**src/verilog/llm_pkg.sv**
```systemverilog
// Purpose: constants for line supervision and mode control
// Assumes: Avalon-MM word addressing, 8-bit registers in low bits
// Notes: byte address is four times the register index
package llm_pkg;
    localparam logic [7:0] LLM_IDX_MODE = 8'h37;
    localparam logic [7:0] LLM_IDX_RECOV = 8'h39;
    localparam logic [7:0] LLM_IDX_DETECT = 8'h38;
    localparam logic [7:0] LLM_IDX_STATUS = 8'h3f;
    localparam logic [7:0] LLM_RST_MODE = 8'h80;
    localparam logic [7:0] LLM_RST_RECOV = 8'h00;
    localparam logic [7:0] LLM_RST_DETECT = 8'h00;
    localparam int LLM_BIT_CLEAR_ON_SIGNAL_LOSS = 7;
    localparam int LLM_BIT_THR_HI = 6;
    localparam int LLM_BIT_THR_LO = 4;
    localparam int LLM_BIT_LOOP_JITTER_ATTENUATE = 2;
    localparam int LLM_BIT_RLOOP = 1;
    localparam int LLM_BIT_DRS = 0;
    localparam logic [7:0] LLM_MODE_WMASK = 8'hf7;
    localparam int LLM_DET_SHIFT = 4;
    localparam int LLM_FIFO_DEPTH = 8;
    typedef enum logic [0:0] {
        LLM_ST_OK = 1'b0,
        LLM_ST_LOS = 1'b1
    } llm_los_t;
endpackage

```
**src/verilog/llm_top.sv**
```systemverilog
// Purpose: loss-of-signal supervision, data clearing, loop and rail select
// Assumes: receive clock arrives as a pin and is sampled, not used as a clock
// Notes: pulse positions are counted on sampled receive clock rising edges
`timescale 1ns/1ps

////////////////////////////////////////////////////////////////////////
module llm_fifo #(
    parameter int WIDTH = 1,
    parameter int DEPTH = 8
) (
    // clock
    input wire logic ref_clk,
    input wire logic rst,
    input wire logic clk_en,
    // fill side
    input wire logic in_valid,
    output logic in_ready,
    input wire logic [WIDTH-1:0] in_data,
    // drain side
    output logic out_valid,
    input wire logic out_ready,
    output logic [WIDTH-1:0] out_data
);
    localparam int AW = $clog2(DEPTH);
    logic [WIDTH-1:0] mem_r [DEPTH];
    logic [AW-1:0] wp_r;
    logic [AW-1:0] rp_r;
    logic [AW:0] cnt_r;
    logic do_w;
    logic do_r;
    assign in_ready = (cnt_r != (AW+1)'(DEPTH));
    assign out_valid = (cnt_r != '0);
    assign do_w = clk_en && in_valid && in_ready;
    assign do_r = clk_en && out_valid && out_ready;
    assign out_data = mem_r[rp_r];
    always_ff @(posedge ref_clk) begin
        if (do_w) begin
            mem_r[wp_r] <= in_data;
        end
    end
    always_ff @(posedge ref_clk) begin
        if (rst) begin
            wp_r <= '0;
            rp_r <= '0;
            cnt_r <= '0;
        end else begin
            if (do_w) begin
                wp_r <= (wp_r == AW'(DEPTH-1)) ? '0 : wp_r + 1'b1;
            end
            if (do_r) begin
                rp_r <= (rp_r == AW'(DEPTH-1)) ? '0 : rp_r + 1'b1;
            end
            if (do_w && !do_r) begin
                cnt_r <= cnt_r + 1'b1;
            end else if (do_r && !do_w) begin
                cnt_r <= cnt_r - 1'b1;
            end
        end
    end
endmodule

////////////////////////////////////////////////////////////////////////
module llm_top #(
    parameter int FIFO_DEPTH = llm_pkg::LLM_FIFO_DEPTH
) (
    // clock and reset
    input wire logic ref_clk,
    input wire logic rst,
    input wire logic clk_en,
    // avalon-mm slave
    input wire logic [7:0] avs_address,
    input wire logic avs_read,
    input wire logic avs_write,
    input wire logic [31:0] avs_writedata,
    input wire logic [3:0] avs_byteenable,
    output logic [31:0] avs_readdata,
    output logic avs_waitrequest,
    // line receive pins
    input wire logic rx_clk_pin,
    input wire logic analog_receive_line_pins,
    input wire logic analog_level_low,
    input wire logic receive_rail_positive,
    input wire logic receive_rail_negative,
    input wire logic bom_loop_request,
    // system receive data stream
    output logic rx_data_valid,
    input wire logic rx_data_ready,
    output logic rx_data,
    // system transmit data
    input wire logic tx_data,
    input wire logic dejitter_clk_ok,
    // line transmit side
    output logic analog_transmit_line_pins,
    output logic transmit_rail_positive,
    output logic transmit_rail_negative,
    output logic [2:0] input_threshold,
    output logic threshold_active,
    output logic loop_active,
    output logic loop_jitter_path,
    output logic loss_alarm
);
    import llm_pkg::*;

    ////////////////////////////////////////////////////////////////////
    // registers
    logic [7:0] mode_r;
    logic [7:0] recov_r;
    logic [7:0] detect_r;
    logic [31:0] rdata_r;
    logic rd_done_r;
    llm_los_t los_r;
    logic wr_lo;
    assign wr_lo = clk_en && avs_write && avs_byteenable[0];
    // reads take one extra cycle so read data come from a flop
    assign avs_waitrequest = avs_read && !rd_done_r;
    assign avs_readdata = rdata_r;

    always_ff @(posedge ref_clk) begin
        if (rst) begin
            mode_r <= LLM_RST_MODE;
            recov_r <= LLM_RST_RECOV;
            detect_r <= LLM_RST_DETECT;
        end else if (wr_lo) begin
            if (avs_address == LLM_IDX_MODE) begin
                mode_r <= avs_writedata[7:0] & LLM_MODE_WMASK;
            end else if (avs_address == LLM_IDX_RECOV) begin
                recov_r <= avs_writedata[7:0];
            end else if (avs_address == LLM_IDX_DETECT) begin
                detect_r <= avs_writedata[7:0];
            end
        end
    end

    always_ff @(posedge ref_clk) begin
        if (rst) begin
            rdata_r <= '0;
            rd_done_r <= 1'b0;
        end else if (clk_en) begin
            rd_done_r <= avs_read && !rd_done_r;
            if (avs_read && !rd_done_r) begin
                if (avs_address == LLM_IDX_MODE) begin
                    rdata_r <= {24'h000000, mode_r};
                end else if (avs_address == LLM_IDX_RECOV) begin
                    rdata_r <= {24'h000000, recov_r};
                end else if (avs_address == LLM_IDX_DETECT) begin
                    rdata_r <= {24'h000000, detect_r};
                end else if (avs_address == LLM_IDX_STATUS) begin
                    rdata_r <= {30'h00000000, loop_active, los_r == LLM_ST_LOS};
                end else begin
                    rdata_r <= '0;
                end
            end
        end
    end

    ////////////////////////////////////////////////////////////////////
    // pin synchronisers
    logic [4:0] s1_r;
    logic [4:0] s2_r;
    logic clk_d_r;
    always_ff @(posedge ref_clk) begin
        if (rst) begin
            s1_r <= '0;
            s2_r <= '0;
            clk_d_r <= 1'b0;
        end else if (clk_en) begin
            s1_r <= {rx_clk_pin, analog_receive_line_pins, analog_level_low,
                     receive_rail_positive, receive_rail_negative};
            s2_r <= s1_r;
            clk_d_r <= s2_r[4];
        end
    end

    logic dual_rail;
    logic pos_tick;
    logic pulse;
    logic rx_bit;
    logic level_low;
    assign dual_rail = mode_r[LLM_BIT_DRS];
    assign pos_tick = s2_r[4] && !clk_d_r;
    // rail mode pulses come from either digital rail, analog from the ternary slicer
    assign rx_bit = dual_rail ? (s2_r[1] | s2_r[0]) : s2_r[3];
    assign pulse = pos_tick && rx_bit;
    // digital rails carry no level, so only missing transitions count there
    assign level_low = dual_rail ? 1'b1 : s2_r[2];
    assign input_threshold = mode_r[LLM_BIT_THR_HI:LLM_BIT_THR_LO];
    assign threshold_active = !dual_rail;

    ////////////////////////////////////////////////////////////////////
    // loss detection and recovery
    logic [11:0] quiet_r;
    logic [11:0] win_r;
    logic [8:0] pcnt_r;
    logic win_open_r;
    logic [11:0] limit;
    assign limit = {detect_r, 4'hf}; // 16*(n+1)-1

    always_ff @(posedge ref_clk) begin
        if (rst) begin
            los_r <= LLM_ST_OK;
            quiet_r <= '0;
            win_r <= '0;
            pcnt_r <= '0;
            win_open_r <= 1'b0;
        end else if (clk_en && pos_tick) begin
            case (los_r)
                LLM_ST_OK: begin
                    if (pulse) begin
                        quiet_r <= '0;
                    end else if (quiet_r == limit && level_low) begin
                        los_r <= LLM_ST_LOS;
                        quiet_r <= '0;
                        win_open_r <= 1'b0;
                        pcnt_r <= '0;
                    end else if (quiet_r != limit) begin
                        quiet_r <= quiet_r + 1'b1;
                    end
                end
                LLM_ST_LOS: begin
                    if (!win_open_r) begin
                        if (pulse) begin
                            win_open_r <= 1'b1;
                            win_r <= '0;
                            pcnt_r <= 9'h001;
                            if (recov_r == 8'h00) begin
                                los_r <= LLM_ST_OK;
                                win_open_r <= 1'b0;
                            end
                        end
                    end else if (pulse && pcnt_r >= {1'b0, recov_r}) begin
                        los_r <= LLM_ST_OK;
                        win_open_r <= 1'b0;
                        pcnt_r <= '0;
                    end else if (win_r == limit) begin
                        win_open_r <= 1'b0;
                        pcnt_r <= '0;
                    end else begin
                        win_r <= win_r + 1'b1;
                        if (pulse) begin
                            pcnt_r <= pcnt_r + 1'b1;
                        end
                    end
                end
                default: los_r <= LLM_ST_OK;
            endcase
        end
    end
    assign loss_alarm = (los_r == LLM_ST_LOS);

    ////////////////////////////////////////////////////////////////////
    // receive stream through fifo
    logic cleared_bit;
    logic fifo_ready;
    logic fifo_q;
    assign cleared_bit = (mode_r[LLM_BIT_CLEAR_ON_SIGNAL_LOSS] && loss_alarm) ? 1'b0 : rx_bit;
    // a full fifo drops bits: the line cannot be stalled
    llm_fifo #(.WIDTH(1), .DEPTH(FIFO_DEPTH)) u_fifo (
        .ref_clk(ref_clk),
        .rst(rst),
        .clk_en(clk_en),
        .in_valid(pos_tick),
        .in_ready(fifo_ready),
        .in_data(cleared_bit),
        .out_valid(rx_data_valid),
        .out_ready(rx_data_ready),
        .out_data(fifo_q)
    );
    assign rx_data = fifo_q;

    ////////////////////////////////////////////////////////////////////
    // loop and transmit path
    logic tx_src;
    logic tx_q_r;
    assign loop_active = mode_r[LLM_BIT_RLOOP] | bom_loop_request;
    // attenuator bit is masked outside remote loop
    assign loop_jitter_path = loop_active && mode_r[LLM_BIT_LOOP_JITTER_ATTENUATE];
    always_ff @(posedge ref_clk) begin
        if (rst) begin
            tx_q_r <= 1'b0;
        end else if (clk_en) begin
            if (!loop_active) begin
                tx_q_r <= tx_data;
            end else if (!loop_jitter_path) begin
                tx_q_r <= rx_bit;
            end else if (dejitter_clk_ok) begin
                tx_q_r <= rx_bit;
            end
        end
    end
    assign tx_src = tx_q_r;
    always_ff @(posedge ref_clk) begin
        if (rst) begin
            analog_transmit_line_pins <= 1'b0;
            transmit_rail_positive <= 1'b0;
            transmit_rail_negative <= 1'b0;
        end else if (clk_en) begin
            analog_transmit_line_pins <= dual_rail ? 1'b0 : tx_src;
            transmit_rail_positive <= dual_rail ? tx_src : 1'b0;
            transmit_rail_negative <= 1'b0;
        end
    end
    logic unused_ok;
    assign unused_ok = fifo_ready;
endmodule

```
**config.mk**
```make
export PLATFORM = sky130hd
export DESIGN_NAME = llm_top
export DESIGN_NICKNAME = d
export VERILOG_FILES = /design/src/verilog/llm_pkg.sv /design/src/verilog/llm_top.sv
export SDC_FILE = /design/constraint.sdc
export NUM_CORES = 1
export LEC_CHECK = 0
export BUFFER_PORTS_ARGS = -buffer_cell sky130_fd_sc_hd__buf_2
export CORE_AREA = 2 2 119 121
export CTS_BUF_LIST = sky130_fd_sc_hd__clkbuf_16
export CTS_CLUSTER_DIAMETER = 100
export CTS_CLUSTER_SIZE = 10
export DETAILED_ROUTE_END_ITERATION = 10
export DIE_AREA = 0 0 121 123
export PLACE_DENSITY = 0.73
export SETUP_SLACK_MARGIN = 0.05
export SKIP_CTS_REPAIR_TIMING = 1
export SYNTH_ARGS = -nofsm -noshare
export SYNTH_HDL_FRONTEND = slang
export SYNTH_HIERARCHICAL = 1
export SYNTH_SLANG_ARGS = --single-unit
```
**constraint.sdc**
```tcl
create_clock -name ref_clk -period 2.5 [get_ports ref_clk]
set_input_delay 0 -clock ref_clk [delete_from_list [all_inputs] [get_ports ref_clk]]
set_output_delay 0 -clock ref_clk [all_outputs]
set_load 0.01 [all_outputs]
```
==> results.txt <==
The post-synthesis cell type count came out at 62. The required time of the worst setup path came out at ~2.7 ns. The type of destination of the critical path is a register. The final setup violation count came out at 0. The average instance in the mapped netlist occupies roughly 9.0 sq um.

Routability-driven placement finished with a final weighted congestion of ~0.89. The worst path uses between 90% and 100% of the clock period. The category of the worst setup path launch point is a register.

The count of standard-cell rows is 43. Summed over all layers, the global routing overflow is 0. The pre-antenna-repair detailed-routing pass consisted of 6 iterations. The number of antenna diodes is 0. The final layout contains routed wiring with a total length of 12010 um. The number of nets in the layout is approximately 750. The count of buffers from port buffering came out at 50. The area enclosed by the die boundary came out at 14880 sq um.

The class of the most critical hold timing path is input pin to register. The yosys synthesis warning count came out at 6. TritonCTS built the clock tree.

The gate count after technology mapping is between 500 and 600. The most numerous cell on the critical path is sky130_fd_sc_hd__ha_4. The deepest clock path buffer count is 2. The post-synthesis instance area is 5351 sq um. Headroom to the max-slew limit came out at between 50% and 60%. The power per standard cell area is 546.8 nW/um^2.

Pin placement for this block handled around 100 I/O pins. The power consumption is around 3500 uW. The endpoint arrival time on the critical path came out at roughly 2.7 ns. Among all flip-flop cells after synthesis, the most frequent one is sky130_fd_sc_hd__dfxtp_1. Entering global routing, the biggest net connects 34 pins. The number of design-rule violations left by the first detailed-router iteration is between 150 and 200. The average wire length per cell after detail routing is ~14 um. The first global-routing pass estimated roughly 20000 um of wire. The slowest stage of the critical path belongs to the cell sky130_fd_sc_hd__or4_4. After synthesis, the largest family of logic cells by area is simple AND/OR/NAND/NOR gates. The max-slew violation count is 0. The path type of the worst setup path is register to register.

The number of sinks driven by the clock tree came out at roughly 100. The remaining number of nets flagged by the antenna check after routing came out at 0. The critical path goes through or4_4, and3_4, inv_2, ha_4, inv_6, ha_4, nand3_1, a211oi_2, a31oi_1, mux2_1.

The maximum fanout encountered on the critical timing path came out at 5. Static timing analysis puts the maximum clock frequency at slightly above 400 MHz. The area growth from synthesis to layout came out at 19.80%.

Clock-pin slew was measured on the worst setup and hold paths at about 0.07 ns. Setup repair after global routing left no endpoint under its margin. The fraction of the mapped netlist area in adder cells came out at 4.583%. Of the cells placed in the final design, the portion with a size suffix greater than 1 is around 23%. After floorplanning, the core was sized to cover ~14000 sq um. The clock insertion delay at the later pin of the skew report is 0.35 ns. Summing the areas of all and, or, nand and nor instances in the mapped netlist gives between 20% and 30% of the synthesized area. For the pin with the worst max-slew slack, the measured transition is between 0.7 and 0.8 ns.

CTS placed an instance of sky130_fd_sc_hd__clkbuf_16 at the clock tree root. On the final layout, the worst clock skew is approximately 0.007 ns. The number of endpoints with negative hold slack in the final report came out at 0. The proportion of register bits with asynchronous set or reset after synthesis is 0%.

The number of global-route vias before repair came out at 4098. In this design, the stage delay of the slowest critical-path cell is 0.51 ns. The leakage power figure came out at 0.002589 uW. The synthesized-area fraction occupied by ao, oa, aoi and oai cells is roughly 12%.

Counting I/O delays and the setup requirement, the final critical path takes between 2 and 2.5 ns. After Yosys synthesis, XOR and XNOR cells account for 4.092% of the synthesized area. The post-route setup TNS came out at 0 ns. The number of enable flip-flop cells after synthesis came out at 8. The horizontal extent of the die is about 120 um. The H-tree was split into 3 levels. The die extent in y is approximately 120 um. The synthesized flop and latch total came out at about 100. The multiplexer share of the synthesized area came out at between 8 and 9%. The number of antenna violations at the first check in global routing is 0. The largest vdd supply drop is between 0.3 and 0.4 mV. The pre-CTS setup slack came out at between 0.02 and 0.03 ns. The worst slack on hold paths came out at around 0.014 ns. The number of vias per cell came out at 5.126. The placed wire-length estimate came out at around 8700 um. The sequential area share after synthesis is 39.65%. The count of unresolved DRC violations after routing is 0. The global routing usage summed across all routing layers is about 16%.

The initial cell density of the core came out at roughly two fifths. The routed via count came out at between 4000 and 5000. Counting the buffers created by CTS gives 9.

The run finished with clean final reports. The post-layout worst setup margin is about 0.078 ns. The tool flagged a number of max-cap violations equal to 0.
## critical path: cells and delay by family (launching register included)
family | cells | cell delay [ns]
compound gates | 2 | 0.28
fa+ha+maj | 2 | 0.43
buf+inv | 2 | 0.11
flops | 1 | 0.37
mux | 1 | 0.31
simple gates | 3 | 0.81
## metal layers
metal | vias to the layer above | track usage [%] | share of wire [%]
met2 | 95 | 27.42 | 49
met5 | - | 0 | 0
met4 | 0 | 6.541 | 1.6
met1 | 2066 | 21.53 | 45
met3 | 12 | 2.030 | 4.1
li1 | 2215 | - | -
## cell families (layout without fill, tap and decap cells)
group,after synthesis,in the layout
and+or+nand+nor,232,232
DFF,102,102
AOI/OAI and AO/OA,101,101
buffers and inverters,69,128
muxes,44,44
xor gates and xnor gates,25,25
adders and majority gates,19,19
other,1,25
## cells in the final DEF, fill, tap and decap left out, types with 9 or more instances in the layout
cell | synthesis | layout
sky130_fd_sc_hd__nor2b_1 | 9 | 9
sky130_fd_sc_hd__buf_4 | 29 | 31
sky130_fd_sc_hd__o21ai_0 | 16 | 15
sky130_fd_sc_hd__xor2_1 | 21 | 21
sky130_fd_sc_hd__a21oi_1 | 44 | 39
sky130_fd_sc_hd__conb_1 | 1 | 25
sky130_fd_sc_hd__dfxtp_1 | 94 | 84
sky130_fd_sc_hd__clkbuf_16 | 0 | 9
sky130_fd_sc_hd__buf_2 | 2 | 50
sky130_fd_sc_hd__mux2i_1 | 39 | 39
sky130_fd_sc_hd__dlygate4sd3_1 | 1 | 13
sky130_fd_sc_hd__inv_1 | 15 | 12
sky130_fd_sc_hd__nor2_1 | 94 | 93
sky130_fd_sc_hd__and3_1 | 13 | 13
sky130_fd_sc_hd__nor3_1 | 10 | 9
sky130_fd_sc_hd__nand3_1 | 17 | 15
sky130_fd_sc_hd__a311oi_1 | 10 | 10
sky130_fd_sc_hd__nand2_1 | 33 | 33
sky130_fd_sc_hd__nand2b_1 | 11 | 11
sky130_fd_sc_hd__ha_1 | 18 | 12
## cell type report
cell class | count | area, sq um
Timing Repair Buffer | 95 | 633.1
Tap cell | 180 | 225.2
Multi-Input combinational cell | 446 | 3040
Clock buffer | 9 | 225.2
Inverter | 17 | 68.82
Sequential cell | 102 | 2140
Fill cell | 1272 | 7201
Clock inverter | 7 | 78.83
## flip-flops by register name, summed over array words and instances (netlist names), 4 cells and up, named ones only
| signal | flops |
|---|---|
| s1_r | 5 |
| u_fifo/cnt_r | 4 |
| u_fifo/mem_r | 8 |
| win_r | 12 |
| quiet_r | 12 |
| recov_r | 8 |
| avs_readdata | 8 |
| pcnt_r | 9 |
| detect_r | 8 |
| mode_r | 7 |
| s2_r | 5 |
## where the power goes
group / switching (uW) / leakage, uW / total (uW) / internal [uW]
Clock: 635 / 0.000153 / 1430 / 791
Sequential: 35.5 / 0.000842 / 1720 / 1680
Combinational: 186 / 0.00159 / 360 / 174
## Yosys cell counts, drive strengths merged, types with 5 or more instances
cell type | count | area, sq um
a311oi | 10 | 87.58
inv | 17 | 63.81
clkbuf | 16 | 80.08
nand3 | 17 | 85.08
buf | 35 | 272.8
nand4 | 6 | 37.54
a211oi | 9 | 67.56
dfxtp | 94 | 1882
xor2 | 21 | 183.9
edfxtp | 8 | 240.2
nor4 | 7 | 88.83
a21oi | 44 | 220.2
nand2 | 33 | 123.9
or3b | 9 | 83.83
mux2i | 39 | 390.4
nor2b | 10 | 65.06
ha | 18 | 225.2
nand2b | 11 | 68.82
or3 | 5 | 31.28
nor3 | 11 | 60.06
nor2 | 94 | 352.8
o21ai | 17 | 88.84
and3 | 18 | 122.6
## worst paths after layout
kind / start / to / slack, ns / depth (start not counted)
worst max-delay path: u_fifo/cnt_r[0] / u_fifo/cnt_r[3] / 0.08 / 10
worst min-delay path: tx_data / tx_q_r / 0.01 / 3
worst max register to register: u_fifo/cnt_r[0] / u_fifo/cnt_r[3] / 0.08 / 10
worst min register to register: pcnt_r[8] / pcnt_r[8] / 0.46 / 2
## per-stage QoR
step,std cells,utilization [%],instance area (sq um)
finish,856,47.10,6411
global route,856,47.10,6411
CTS,839,44.89,6111
detailed placement,823,42.66,5807
global placement,823,42.66,5807
floorplan,617,-,5472
No activity file was read; power rests on OpenSTA's default activity.
